**config.mk**
```make
export PLATFORM = sky130hd
export DESIGN_NAME = itd_decoder
export DESIGN_NICKNAME = d
export VERILOG_FILES = /design/src/pkg/itd_pkg.sv /design/src/design/itd_class_table.sv /design/src/design/itd_decoder.sv /design/src/design/itd_xdm_route.sv
export VERILOG_INCLUDE_DIRS = /design/src /design/src/pkg
export SDC_FILE = /design/constraint.sdc
export NUM_CORES = 1
export LEC_CHECK = 0
export ABC_AREA = 1
export BUFFER_PORTS_ARGS = -buffer_cell sky130_fd_sc_hd__buf_2
export CAP_MARGIN = 25
export CORE_UTILIZATION = 49
export DETAILED_ROUTE_END_ITERATION = 8
export GPL_ROUTABILITY_DRIVEN = 0
export PLACE_DENSITY = 0.76
export SKIP_LAST_GASP = 1
export SLEW_MARGIN = 40
export SYNTH_ARGS = -nofsm -noshare
export SYNTH_HDL_FRONTEND = slang
export SYNTH_SLANG_ARGS = --single-unit
```
**constraint.sdc**
```tcl
create_clock -name sys_clk_in -period 2.1 [get_ports sys_clk_in]
set_input_delay 0.315 -clock sys_clk_in [delete_from_list [all_inputs] [get_ports sys_clk_in]]
set_output_delay 0.315 -clock sys_clk_in [all_outputs]
set_load 0.05 [all_outputs]
```
**src/pkg/itd_map.svh**
```systemverilog
`ifndef ITD_MAP_SVH
`define ITD_MAP_SVH

// Encoded lengths in program bytes
`define ITD_LEN_1 2'h1
`define ITD_LEN_2 2'h2
`define ITD_LEN_3 2'h3

// Execution times in system clock cycles
`define ITD_CYC_1 4'h1
`define ITD_CYC_2 4'h2
`define ITD_CYC_3 4'h3

// Size of the on-chip extended data RAM in bytes
`define ITD_ONCHIP_XDATA_BYTES 4096
// Largest external data space, 16-bit address
`define ITD_XDATA_SPACE 65536

// Reset values, and the zero byte that pads the accumulator
`define ITD_ADDR_RST 16'h0000
`define ITD_REMAIN_RST 4'h0
`define ITD_BYTE_ZERO 8'h00

`endif

```
**src/pkg/itd_pkg.sv**
```systemverilog
package itd_pkg;

    typedef logic [1:0] itd_len_t;
    typedef logic [3:0] itd_cyc_t;

    // Instruction classes delivered by the predecoder
    typedef enum logic [4:0] {
        ITD_XDM_PTR_RD = 5'h00,
        ITD_XDM_PTR_WR = 5'h01,
        ITD_XDM_DP_RD = 5'h02,
        ITD_XDM_DP_WR = 5'h03,
        ITD_CBM_DP = 5'h04,
        ITD_CBM_PC = 5'h05,
        ITD_ACC_REG = 5'h06,
        ITD_ACC_DIR = 5'h07,
        ITD_ACC_IND = 5'h08,
        ITD_ACC_IMM = 5'h09,
        ITD_LOG_DIR_IMM = 5'h0A,
        ITD_LOG_DIR_ACC = 5'h0B,
        ITD_ACC_UNARY = 5'h0C,
        ITD_MOV_DIR_DIR = 5'h0D,
        ITD_LOAD_DP_IMM = 5'h0E,
        ITD_PUSH_POP = 5'h0F,
        ITD_XCH_REG = 5'h10,
        ITD_XCH_DIR = 5'h11,
        ITD_XCH_IND = 5'h12,
        ITD_CARRY_OP = 5'h13,
        ITD_BIT_OP = 5'h14,
        ITD_MOV_ACC_IND = 5'h15,
        ITD_MOV_VAL_IND = 5'h16,
        ITD_MOV_VAL_REG = 5'h17,
        ITD_NOP = 5'h18
    } itd_class_t;

    // Where an external data move lands
    typedef enum logic [1:0] {
        ITD_TGT_NONE = 2'h0,
        ITD_TGT_ONCHIP = 2'h1,
        ITD_TGT_OFFCHIP = 2'h2,
        ITD_TGT_FLASH = 2'h3
    } itd_target_t;

    typedef enum logic {
        ITD_ST_IDLE = 1'b0,
        ITD_ST_EXEC = 1'b1
    } itd_state_t;

endpackage
```
**src/design/itd_class_table.sv**
```systemverilog
`timescale 1ns/10ps
`include "itd_map.svh"

module itd_class_table (
    input wire logic [4:0] class_in,
    output itd_pkg::itd_len_t len_out,
    output itd_pkg::itd_cyc_t cyc_out,
    output logic legal_out,
    output logic xdm_out,
    output logic xdm_write_out,
    output logic xdm_dp_out,
    output logic cbm_out,
    output logic cbm_pc_out
);

    // Length and time per class; unknown classes act as one-cycle no-ops
    always_comb begin
        len_out = `ITD_LEN_1;
        cyc_out = `ITD_CYC_1;
        legal_out = 1'b1;
        xdm_out = 1'b0;
        xdm_write_out = 1'b0;
        xdm_dp_out = 1'b0;
        cbm_out = 1'b0;
        cbm_pc_out = 1'b0;
        case (itd_pkg::itd_class_t'(class_in))
            itd_pkg::ITD_XDM_PTR_RD,
            itd_pkg::ITD_XDM_PTR_WR,
            itd_pkg::ITD_XDM_DP_RD,
            itd_pkg::ITD_XDM_DP_WR: begin
                cyc_out = `ITD_CYC_3;
                xdm_out = 1'b1;
                xdm_write_out = class_in[0];
                xdm_dp_out = class_in[1];
            end
            itd_pkg::ITD_CBM_DP,
            itd_pkg::ITD_CBM_PC: begin
                cyc_out = `ITD_CYC_3;
                cbm_out = 1'b1;
                cbm_pc_out = class_in[0];
            end
            itd_pkg::ITD_ACC_REG,
            itd_pkg::ITD_ACC_UNARY,
            itd_pkg::ITD_XCH_REG,
            itd_pkg::ITD_CARRY_OP,
            itd_pkg::ITD_NOP: begin
                cyc_out = `ITD_CYC_1;
            end
            itd_pkg::ITD_ACC_DIR,
            itd_pkg::ITD_ACC_IMM,
            itd_pkg::ITD_LOG_DIR_ACC,
            itd_pkg::ITD_PUSH_POP,
            itd_pkg::ITD_XCH_DIR,
            itd_pkg::ITD_BIT_OP,
            itd_pkg::ITD_MOV_VAL_IND,
            itd_pkg::ITD_MOV_VAL_REG: begin
                len_out = `ITD_LEN_2;
                cyc_out = `ITD_CYC_2;
            end
            itd_pkg::ITD_ACC_IND,
            itd_pkg::ITD_XCH_IND,
            itd_pkg::ITD_MOV_ACC_IND: begin
                cyc_out = `ITD_CYC_2;
            end
            itd_pkg::ITD_LOG_DIR_IMM,
            itd_pkg::ITD_MOV_DIR_DIR,
            itd_pkg::ITD_LOAD_DP_IMM: begin
                len_out = `ITD_LEN_3;
                cyc_out = `ITD_CYC_3;
            end
            default: begin
                legal_out = 1'b0;
            end
        endcase
    end

endmodule // itd_class_table

```
**src/design/itd_decoder.sv**
```systemverilog
// Functional notes
// - External data move reaches on-chip RAM, off-chip RAM or flash.
// - Every external data move form: one byte, three cycles.
// - Code byte move at A plus pointer or PC: one byte, three cycles.
// - Accumulator ops with working register: one byte, one cycle.
// - Accumulator ops with direct byte: two bytes, two cycles.
// - Accumulator ops with indirect RAM: one byte, two cycles.
// - Accumulator ops with immediate: two bytes, two cycles.
// - Logic immediate into direct byte: three bytes, three cycles.
// - Logic accumulator into direct byte: two bytes, two cycles.
// - Single-operand accumulator ops: one byte, one cycle.
// - Direct to direct move: three bytes, three cycles.
// - Load data pointer with 16-bit constant: three bytes, three cycles.
// - Push and pop of direct byte: two bytes, two cycles.
// - Exchange: register 1/1, direct 2/2, indirect and low nibble 1/2.
// - Carry ops 1/1; direct bit ops and bit AND to carry 2/2.
// - Accumulator to indirect 1/2; direct or immediate to indirect 2/2.
// - Direct or immediate into working register: two bytes, two cycles.
// - Timing counts plain system clocks, no machine-cycle grouping.
`timescale 1ns/10ps
`include "itd_map.svh"

module itd_decoder #(
    parameter int ONCHIP_XDATA_BYTES = `ITD_ONCHIP_XDATA_BYTES
) (
    input wire logic sys_clk_in,
    input wire logic rst_n_in,
    input wire logic instr_valid_in,
    input wire logic [4:0] instr_class_in,
    input wire logic [7:0] acc_in,
    input wire logic [15:0] pc_in,
    input wire logic [15:0] data_pointer_in,
    input wire logic [7:0] ptr_addr_in,
    input wire logic [7:0] xdata_page_in,
    input wire logic flash_write_en_in,
    output logic ready_out,
    output logic pc_advance_out,
    output logic [1:0] pc_step_out,
    output logic [3:0] cycles_out,
    output logic stall_out,
    output logic done_out,
    output logic illegal_out,
    output logic xdm_req_out,
    output logic xdm_write_out,
    output logic [1:0] xdm_target_out,
    output logic [15:0] xdm_addr_out,
    output logic code_fetch_out,
    output logic [15:0] code_addr_out
);

    itd_pkg::itd_len_t dec_len;
    itd_pkg::itd_cyc_t dec_cyc;
    logic dec_legal;
    logic dec_xdm;
    logic dec_xdm_wr;
    logic dec_xdm_dp;
    logic dec_cbm;
    logic dec_cbm_pc;
    logic [15:0] route_addr;
    itd_pkg::itd_target_t route_target;
    logic accept;

    itd_pkg::itd_state_t state;
    itd_pkg::itd_state_t next_state;
    itd_pkg::itd_cyc_t remain;
    itd_pkg::itd_cyc_t next_remain;
    logic next_ready;
    logic next_pc_advance;
    logic [1:0] next_pc_step;
    logic [3:0] next_cycles;
    logic next_stall;
    logic next_done;
    logic next_illegal;
    logic next_xdm_req;
    logic next_xdm_write;
    logic [1:0] next_xdm_target;
    logic [15:0] next_xdm_addr;
    logic next_code_fetch;
    logic [15:0] next_code_addr;

    // Class lookup: length and execution time per instruction class
    itd_class_table u_table (
        .class_in(instr_class_in),
        .len_out(dec_len),
        .cyc_out(dec_cyc),
        .legal_out(dec_legal),
        .xdm_out(dec_xdm),
        .xdm_write_out(dec_xdm_wr),
        .xdm_dp_out(dec_xdm_dp),
        .cbm_out(dec_cbm),
        .cbm_pc_out(dec_cbm_pc)
    );

    // Target steering for the external data move
    itd_xdm_route #(
        .ONCHIP_BYTES(ONCHIP_XDATA_BYTES)
    ) u_route (
        .use_dp_in(dec_xdm_dp),
        .is_write_in(dec_xdm_wr),
        .flash_write_en_in(flash_write_en_in),
        .ptr_addr_in(ptr_addr_in),
        .xdata_page_in(xdata_page_in),
        .data_pointer_in(data_pointer_in),
        .addr_out(route_addr),
        .target_out(route_target)
    );

    // An instruction is taken only while the sequencer is idle
    assign accept = instr_valid_in && ready_out;

    // Next-state logic for the timing sequencer
    always_comb begin
        next_state = state;
        next_remain = remain;
        next_ready = ready_out;
        next_pc_advance = 1'b0;
        next_pc_step = pc_step_out;
        next_cycles = cycles_out;
        next_stall = stall_out;
        next_done = 1'b0;
        next_illegal = 1'b0;
        next_xdm_req = 1'b0;
        next_xdm_write = xdm_write_out;
        next_xdm_target = xdm_target_out;
        next_xdm_addr = xdm_addr_out;
        next_code_fetch = 1'b0;
        next_code_addr = code_addr_out;
        case (state)
            itd_pkg::ITD_ST_IDLE: begin
                if (accept) begin
                    // PC moves by the length once, on the first cycle
                    next_pc_advance = 1'b1;
                    next_pc_step = dec_len;
                    next_cycles = dec_cyc;
                    next_illegal = !dec_legal;
                    if (dec_xdm) begin
                        next_xdm_req = 1'b1;
                        next_xdm_write = dec_xdm_wr;
                        next_xdm_target = route_target;
                        next_xdm_addr = route_addr;
                    end
                    if (dec_cbm) begin
                        // Base plus unsigned accumulator, wraps at 64K
                        next_code_fetch = 1'b1;
                        next_code_addr = (dec_cbm_pc ? pc_in
                            : data_pointer_in) + {`ITD_BYTE_ZERO, acc_in};
                    end
                    // Each clock counts one unit of execution time
                    if (dec_cyc == `ITD_CYC_1) begin
                        next_done = 1'b1;
                    end else begin
                        next_state = itd_pkg::ITD_ST_EXEC;
                        next_remain = dec_cyc - `ITD_CYC_1;
                        next_ready = 1'b0;
                        next_stall = 1'b1;
                    end
                end
            end
            itd_pkg::ITD_ST_EXEC: begin
                if (remain == `ITD_CYC_1) begin
                    next_state = itd_pkg::ITD_ST_IDLE;
                    next_remain = `ITD_REMAIN_RST;
                    next_ready = 1'b1;
                    next_stall = 1'b0;
                    next_done = 1'b1;
                end else begin
                    next_remain = remain - `ITD_CYC_1;
                end
            end
            default: begin
                next_state = itd_pkg::ITD_ST_IDLE;
                next_remain = `ITD_REMAIN_RST;
                next_ready = 1'b1;
                next_stall = 1'b0;
            end
        endcase
    end

    // Sequencer registers; every output is one of these
    always_ff @(posedge sys_clk_in or negedge rst_n_in) begin
        if (!rst_n_in) begin
            state <= itd_pkg::ITD_ST_IDLE;
            remain <= `ITD_REMAIN_RST;
            ready_out <= 1'b1;
            pc_advance_out <= 1'b0;
            pc_step_out <= `ITD_LEN_1;
            cycles_out <= `ITD_CYC_1;
            stall_out <= 1'b0;
            done_out <= 1'b0;
            illegal_out <= 1'b0;
            xdm_req_out <= 1'b0;
            xdm_write_out <= 1'b0;
            xdm_target_out <= itd_pkg::ITD_TGT_NONE;
            xdm_addr_out <= `ITD_ADDR_RST;
            code_fetch_out <= 1'b0;
            code_addr_out <= `ITD_ADDR_RST;
        end else begin
            state <= next_state;
            remain <= next_remain;
            ready_out <= next_ready;
            pc_advance_out <= next_pc_advance;
            pc_step_out <= next_pc_step;
            cycles_out <= next_cycles;
            stall_out <= next_stall;
            done_out <= next_done;
            illegal_out <= next_illegal;
            xdm_req_out <= next_xdm_req;
            xdm_write_out <= next_xdm_write;
            xdm_target_out <= next_xdm_target;
            xdm_addr_out <= next_xdm_addr;
            code_fetch_out <= next_code_fetch;
            code_addr_out <= next_code_addr;
        end
    end
endmodule // itd_decoder

```
**src/design/itd_xdm_route.sv**
```systemverilog
`timescale 1ns/10ps
`include "itd_map.svh"

module itd_xdm_route #(
    parameter int ONCHIP_BYTES = `ITD_ONCHIP_XDATA_BYTES
) (
    input wire logic use_dp_in,
    input wire logic is_write_in,
    input wire logic flash_write_en_in,
    input wire logic [7:0] ptr_addr_in,
    input wire logic [7:0] xdata_page_in,
    input wire logic [15:0] data_pointer_in,
    output logic [15:0] addr_out,
    output itd_pkg::itd_target_t target_out
);

    localparam logic [16:0] LIMIT = 17'(ONCHIP_BYTES);

    // Refuse a RAM size the 16-bit decode cannot hold
    if (ONCHIP_BYTES < 1 || ONCHIP_BYTES > `ITD_XDATA_SPACE) begin : g_chk
        $error("ONCHIP_BYTES out of range");
    end

    // Writes go to flash while flash writes are enabled, else by address
    always_comb begin
        addr_out = use_dp_in ? data_pointer_in : {xdata_page_in, ptr_addr_in};
        if (is_write_in && flash_write_en_in) begin
            target_out = itd_pkg::ITD_TGT_FLASH;
        end else if ({1'b0, addr_out} < LIMIT) begin
            target_out = itd_pkg::ITD_TGT_ONCHIP;
        end else begin
            target_out = itd_pkg::ITD_TGT_OFFCHIP;
        end
    end

endmodule // itd_xdm_route

```
After elaboration in Yosys (flattened, before gate mapping)
Index checks and enable logic that the tools add are counted.
- input bits: 65
- register bits: 53
- multiplexer cells: 42
- bitwise logic cells: 1
- equality and inequality tests: 29
- order comparisons: 1
- reductions and logical operators: 16
- add/subtract/negate cells: 3
- operators with widths (operator ; number):
    $eq A5 B5 Y1 const B ; 9
    $eq A5 B4 Y1 const B ; 8
    $mux W16 ; 2
    $mux W1 ; 28
    $reduce_or A25 Y1 ; 1
    $eq A5 B3 Y1 const B ; 4
    $add A16 B8 Y16 ; 1
    $lt A16 B13 Y1 const B ; 1
    $mux W4 ; 3
    $reduce_or A11 Y1 ; 1
    $eq A5 B2 Y1 const B ; 2
    $reduce_and A3 Y1 ; 3
    $reduce_or A9 Y1 ; 1
    $eq A4 B1 Y1 const B ; 2
    $pmux W1 S2 ; 4
    $pmux W2 S2 ; 2
    $pmux W4 S2 ; 1
    $reduce_or A8 Y1 ; 1
    $sub A4 B1 Y4 const B ; 2
    $eq A5 B1 Y1 const B ; 1
    $logic_not A5 Y1 ; 1
    $mux W2 ; 2
    $ne A2 B2 Y1 const B ; 2
    $reduce_and A2 Y1 ; 2
    other kinds (7) ; 8

Logic depth before layout (Yosys ltp)
- depth after elaboration: 7
- mapped depth: 18
- depth with buffers taken out: 17

Modules after synthesis
Synthesis repeated with hierarchy kept, for this count alone.
- cells, all modules: 511
- area, all modules: 3548.4 sq um
- modules (own cells, without submodules) (module ; area an instance (sq um) ; cells an instance ; seq. area each (sq um) ; times used):
    itd_decoder ; 3007.9 ; 402 ; 1330.0 ; 1
    itd_class_table ; 276.5 ; 51 ; 0.0 ; 1
    itd_xdm_route ; 264.0 ; 58 ; 0.0 ; 1

Worst setup path after synthesis
OpenSTA, ideal clock, no wires.
- kind: in2reg
- start point: in instr_class_in[1]
- end point: reg code_addr_out[8]
- path slack: -396 ps
- path buffers: 1
- setup time: 82 ps
- stages on the path: 14
- required time: 2018 ps
- arrival: 2414 ps
- cells stage by stage: nor2_2 -> nand3_4 -> buf_6 -> inv_2 -> nand2_1 -> nand2_1 -> ha_1 -> inv_1 -> fa_1 -> nand3b_1 -> nand2_1 -> a21oi_1 -> or2_2 -> a31oi_1
- longest elaborated chain between the ends: 5
- elaborated cells on any way between the ends: 8
- those cells by class: 1 x add/sub; 2 x eq/ne; 3 x mux; 2 x reduce/logical
- ends and longest elaborated chain (item ; RTL line ; source):
    start, declared ; itd_decoder.sv:29 ; input wire logic [4:0] instr_class_in,
    $eq A5 B3 Y1 ; itd_class_table.sv:26 ; case (itd_pkg::itd_class_t'(class_in))
    $reduce_or A2 Y1 (*) ; n/a ;
    $mux W1 ; itd_class_table.sv:26 ;
    $mux W16 ; itd_decoder.sv:145 ; next_code_addr = (dec_cbm_pc ? pc_in
    $add A16 B8 Y16 ; itd_decoder.sv:145 ;
    end signal, assigned ; itd_decoder.sv:196 ; code_addr_out <= `ITD_ADDR_RST;
    end signal, assigned ; itd_decoder.sv:212 ; code_addr_out <= next_code_addr;
    end, declared ; itd_decoder.sv:48 ; output logic [15:0] code_addr_out
Mark *: on every way between the ends. The rest lies on a longest branch, timed or not.
A chain may end at the register's enable or synchronous reset.

Worst setup path after layout
- start point: in instr_class_in[2]
- end point: reg code_addr_out[8]
The elaborated chain is that of the path after synthesis.

==> metrics.md <==
| Metric | Value |
|---|---|
| Die width | 82.0 µm |
| Root Driver | clkbuf_8 |
| Async S/R FF share, synth | 100% |
| Mux contribution to synthesized area | 0% |
| Final total power | around 0.0047 W |
| Worst-path fanout max | 5 |
| Crit-path leading delay family | simple AND/OR/NAND/NOR gates |
| Synth top area share | about two fifths |
| Synth Area in Adders | under 10% |
| #FFs+latches synth | between 50 and 60 |
| Initial Util | roughly half |
| Initial antenna violation count | 0 |
| Clock Latency Late Sink | ~0.3 ns |
| Minimum clock period | about 2.1 ns |
| Core Rows | 28 |
| Mapped Area | between 3000 and 4000 µm² |
| Final global-route overflow total | 0 |
| Critical path required time | between 2 and 2.5 ns |
| Clk sinks | 51 |
| Share of post-route cells with drive strength above 1 | 35.1% |
| Area delta synth->final | 33.4% |
| Cts bufs inserted | 5 |
| Peak VDD IR | roughly 0.8 mV |
| Synth Area in Compound Gates | 12.4% |
| CP Launch Type | input pin |
| DRT antenna net count | 0 |
| H-Tree Depth | 2 |
| Vias per cell | roughly 5 |
| Max-slew violations | 0 |
| CTS tree | built |
| # hold bufs at CTS | 0 |
| Total track usage | 27.0% |
| Core Area | a little over 6000 µm² |
| Synth top area cells | dfrtp_1 (38%), nand2_1 (17%), ha_1 (4.8%), o21ai_0 (4.6%), inv_1 (3.7%) |
| Worst path arrival time | roughly 2.3 ns |
| N_diodes | 0 |
| Die area | between 6000 and 7000 µm² |
| Critical Path End Type | flip-flop |
| Setup TNS after final layout | 0 ns |
| PortBufs | 110 |
| DP HPWL | between 6000 and 7000 µm |
| Setup CP Type | input pin to flip-flop |
| F_max | between 400 and 500 MHz |
| Synth Warn # | 0 |
| Mapped Cells | around 420 |
| DRC viols | 0 |
| Detailed router's first-iteration violation count | between 100 and 150 |
| Simple-gate portion of the synthesized area | 32.1% |
| Buf+Inv Stages, Crit Path | 4 |
| Crit share post-route | a little over nine tenths |
| Syn Area/Cell | 7.54 µm² |
| Post-synth EDFFs | 0 |
| Drt first pass iters | 4 |
| Min-delay worst type | input pin to asynchronous set/reset pin |
| Ys flop type | dfrtp_1 |
| Status | complete, no violations |
| Avg WL per Cell | about 13 µm |
| Least-Margin Pin Slew | ~0.6 ns |
| Multi-input logic area | 1730 µm² |
| Largest family of logic cells by synthesized area | simple AND/OR/NAND/NOR gates |
| Fillcell total | approximately 520 |
| RSZ-0062 raised after global routing | yes |
| Setup violators final | 0 |
| Pwr per Cell Area | 1130 nW/µm² |
| Sequential Area | 1280 µm² |
| Lkg Pwr | roughly 2.3 nW |
| Final Skew | 0.00428 ns |
| Slew HR | 58.8% |
| Nets | 630 |
| First-pass GRT wire length | between 10000 and 15000 µm |
| Final hold violation count | 0 |
| Critical path cell sequence | buf_8 > inv_8 > nor2_8 > nand3_4 > clkinv_4 > nand2_2 > nand2_1 > ha_2 > inv_2 > fa_2 > nand3b_1 > nand2_2 > a21oi_4 > or2_4 > a31oi_1 |
| Xor/xnor share of the synthesized area | roughly 2.0% |
| Max-cap violations | 0 |
| Register area share after synthesis | around two fifths |
| Clock Pin Slew Worst Setup and Hold Paths | 0.09 ns |
| CP max-delay cell | fa_2 |
| CP dominant cell by count | nand2_2 |
| Vias in the first global route | ~3000 |
| Yosys top cell by area | dfrtp_1 |
| Final WL | between 8000 and 9000 µm |
| Worst path max stage delay | between 0.3 and 0.4 ns |
| Vias post-DR | about 3200 |
| DIE HEIGHT | a little over 80 µm |
| Largest net degree at the start of global routing | 28 |
| Num ports | 113 |
| Netlist cell types | 40 |
| Deepest clock path buffer count | 2 |
==> placed cells by master, fill, tap and decap left out, types with 2 or more instances in the layout <==
cell / instances
nor3_1: 5
xor2_1: 4
nand3_2: 2
conb_1: 2
nand3_1: 19
xnor2_1: 2
dfstp_2: 3
inv_2: 7
dfrtp_1: 48
o21ai_1: 10
nor2_2: 2
inv_1: 30
ha_4: 4
nand2_1: 141
nand2_4: 3
a21oi_1: 11
nor2_1: 28
buf_12: 3
buf_2: 107
nand3b_1: 2
ha_1: 7
nor2_4: 4
nand4_1: 8
o21ai_2: 4
o221ai_1: 4
nand2_2: 7
buf_4: 28
clkbuf_8: 5
a31oi_1: 5
o21ai_0: 27
==> cells in the mapped netlist (all sizes together), types with 2 or more instances <==
library cell and n:
nand2 151, dfrtp 48, o21ai 41, inv 39, nor2 35, nand3 22, a21oi 12, ha 12
buf 10, nand4 8, nor3 6, a31oi 5, xor2 5, o221ai 4, dfstp 3, clkbuf 2
nand3b 2, xnor2 2
==> repair_timing <==
| item | in CTS | in global routing |
|---|---|---|
| setup endpoints to repair | 0 | 9 |
| setup buffers | 0 | 2 |
| resized for setup | 0 | 24 |
==> per-layer routing <==
| layer | track usage (%) | vias up | wire length, µm |
|---|---|---|---|
| li1 | - | 1621 | - |
| met1 | 36.7 | 1482 | 3940 |
| met2 | 43.1 | 110 | 3900 |
| met3 | 5.67 | 15 | 515 |
| met4 | 7.19 | 0 | 117 |
| met5 | 0 | - | 0 |
==> registers in the layout (all words and copies together) (netlist names) <==
register / flops
stall_out: 1
state: 1
code_fetch_out: 1
ready_out: 1
pc_step_out: 2
done_out: 1
xdm_req_out: 1
xdm_target_out: 2
illegal_out: 1
remain: 4
xdm_write_out: 1
cycles_out: 2
code_addr_out: 16
xdm_addr_out: 16
pc_advance_out: 1
==> area by class of cell <==
class | instances | area share, %
clock buffer | 6 | 1.73
clock inverter | 2 | 0.299
inverter | 40 | 3.89
multi-input combinational | 314 | 41.4
sequential | 51 | 30.6
tap | 75 | 2.24
timing repair buffer | 140 | 19.9
==> final timing paths <==
| path | from | to | slack, ns | cells after the start |
|---|---|---|---|---|
| max in group asynchronous | rst_n_in | ready_out | 1.46 | 2 |
| worst min register to register | cycles_out[0] | cycles_out[0] | 0.47 | 2 |
| worst min-delay path | rst_n_in | code_addr_out[5] | 0.01 | 1 |
| worst max-delay path | instr_class_in[2] | code_addr_out[8] | 0.05 | 15 |
| worst max register to register | ready_out | xdm_addr_out[0] | 0.25 | 7 |
| min in group sys_clk_in | ptr_addr_in[6] | xdm_addr_out[6] | 0.28 | 3 |
==> power by group <==
group | internal [W] | switching (W)
sequential | 0.00138 | 0.000210
clock | 0.000234 | 0.000327
combinational | 0.000685 | 0.00190
==> through the flow <==
| stage | util, % | std cells | worst slack, ns | instance area, µm² | hold slack (ns) |
|---|---|---|---|---|---|
| after floorplan | - | 417 | -0.155 | 3170 | 0.0194 |
| after global placement | 65.7 | 618 | -0.190 | 3980 | 0.351 |
| after detailed placement | 65.7 | 618 | -0.261 | 3980 | 0.360 |
| after CTS | 67.1 | 626 | 0.0602 | 4070 | 0.0240 |
| after global routing | 69.1 | 628 | -0.104 | 4190 | 0.0526 |
| final | 69.1 | 628 | 0.0479 | 4190 | 0.0139 |
==> cells by family (layout without fill, tap and decap cells) <==
logic type / Yosys count / after routing
AND/OR/NAND/NOR: 225 / 225
flip-flops: 51 / 51
buffers and inverters: 52 / 188
adder cells (fa/ha/maj): 13 / 13
AO/OA/AOI/OAI: 67 / 67
XOR/XNOR: 7 / 7
other: 1 / 2
No activity file was read; power rests on OpenSTA's default activity.
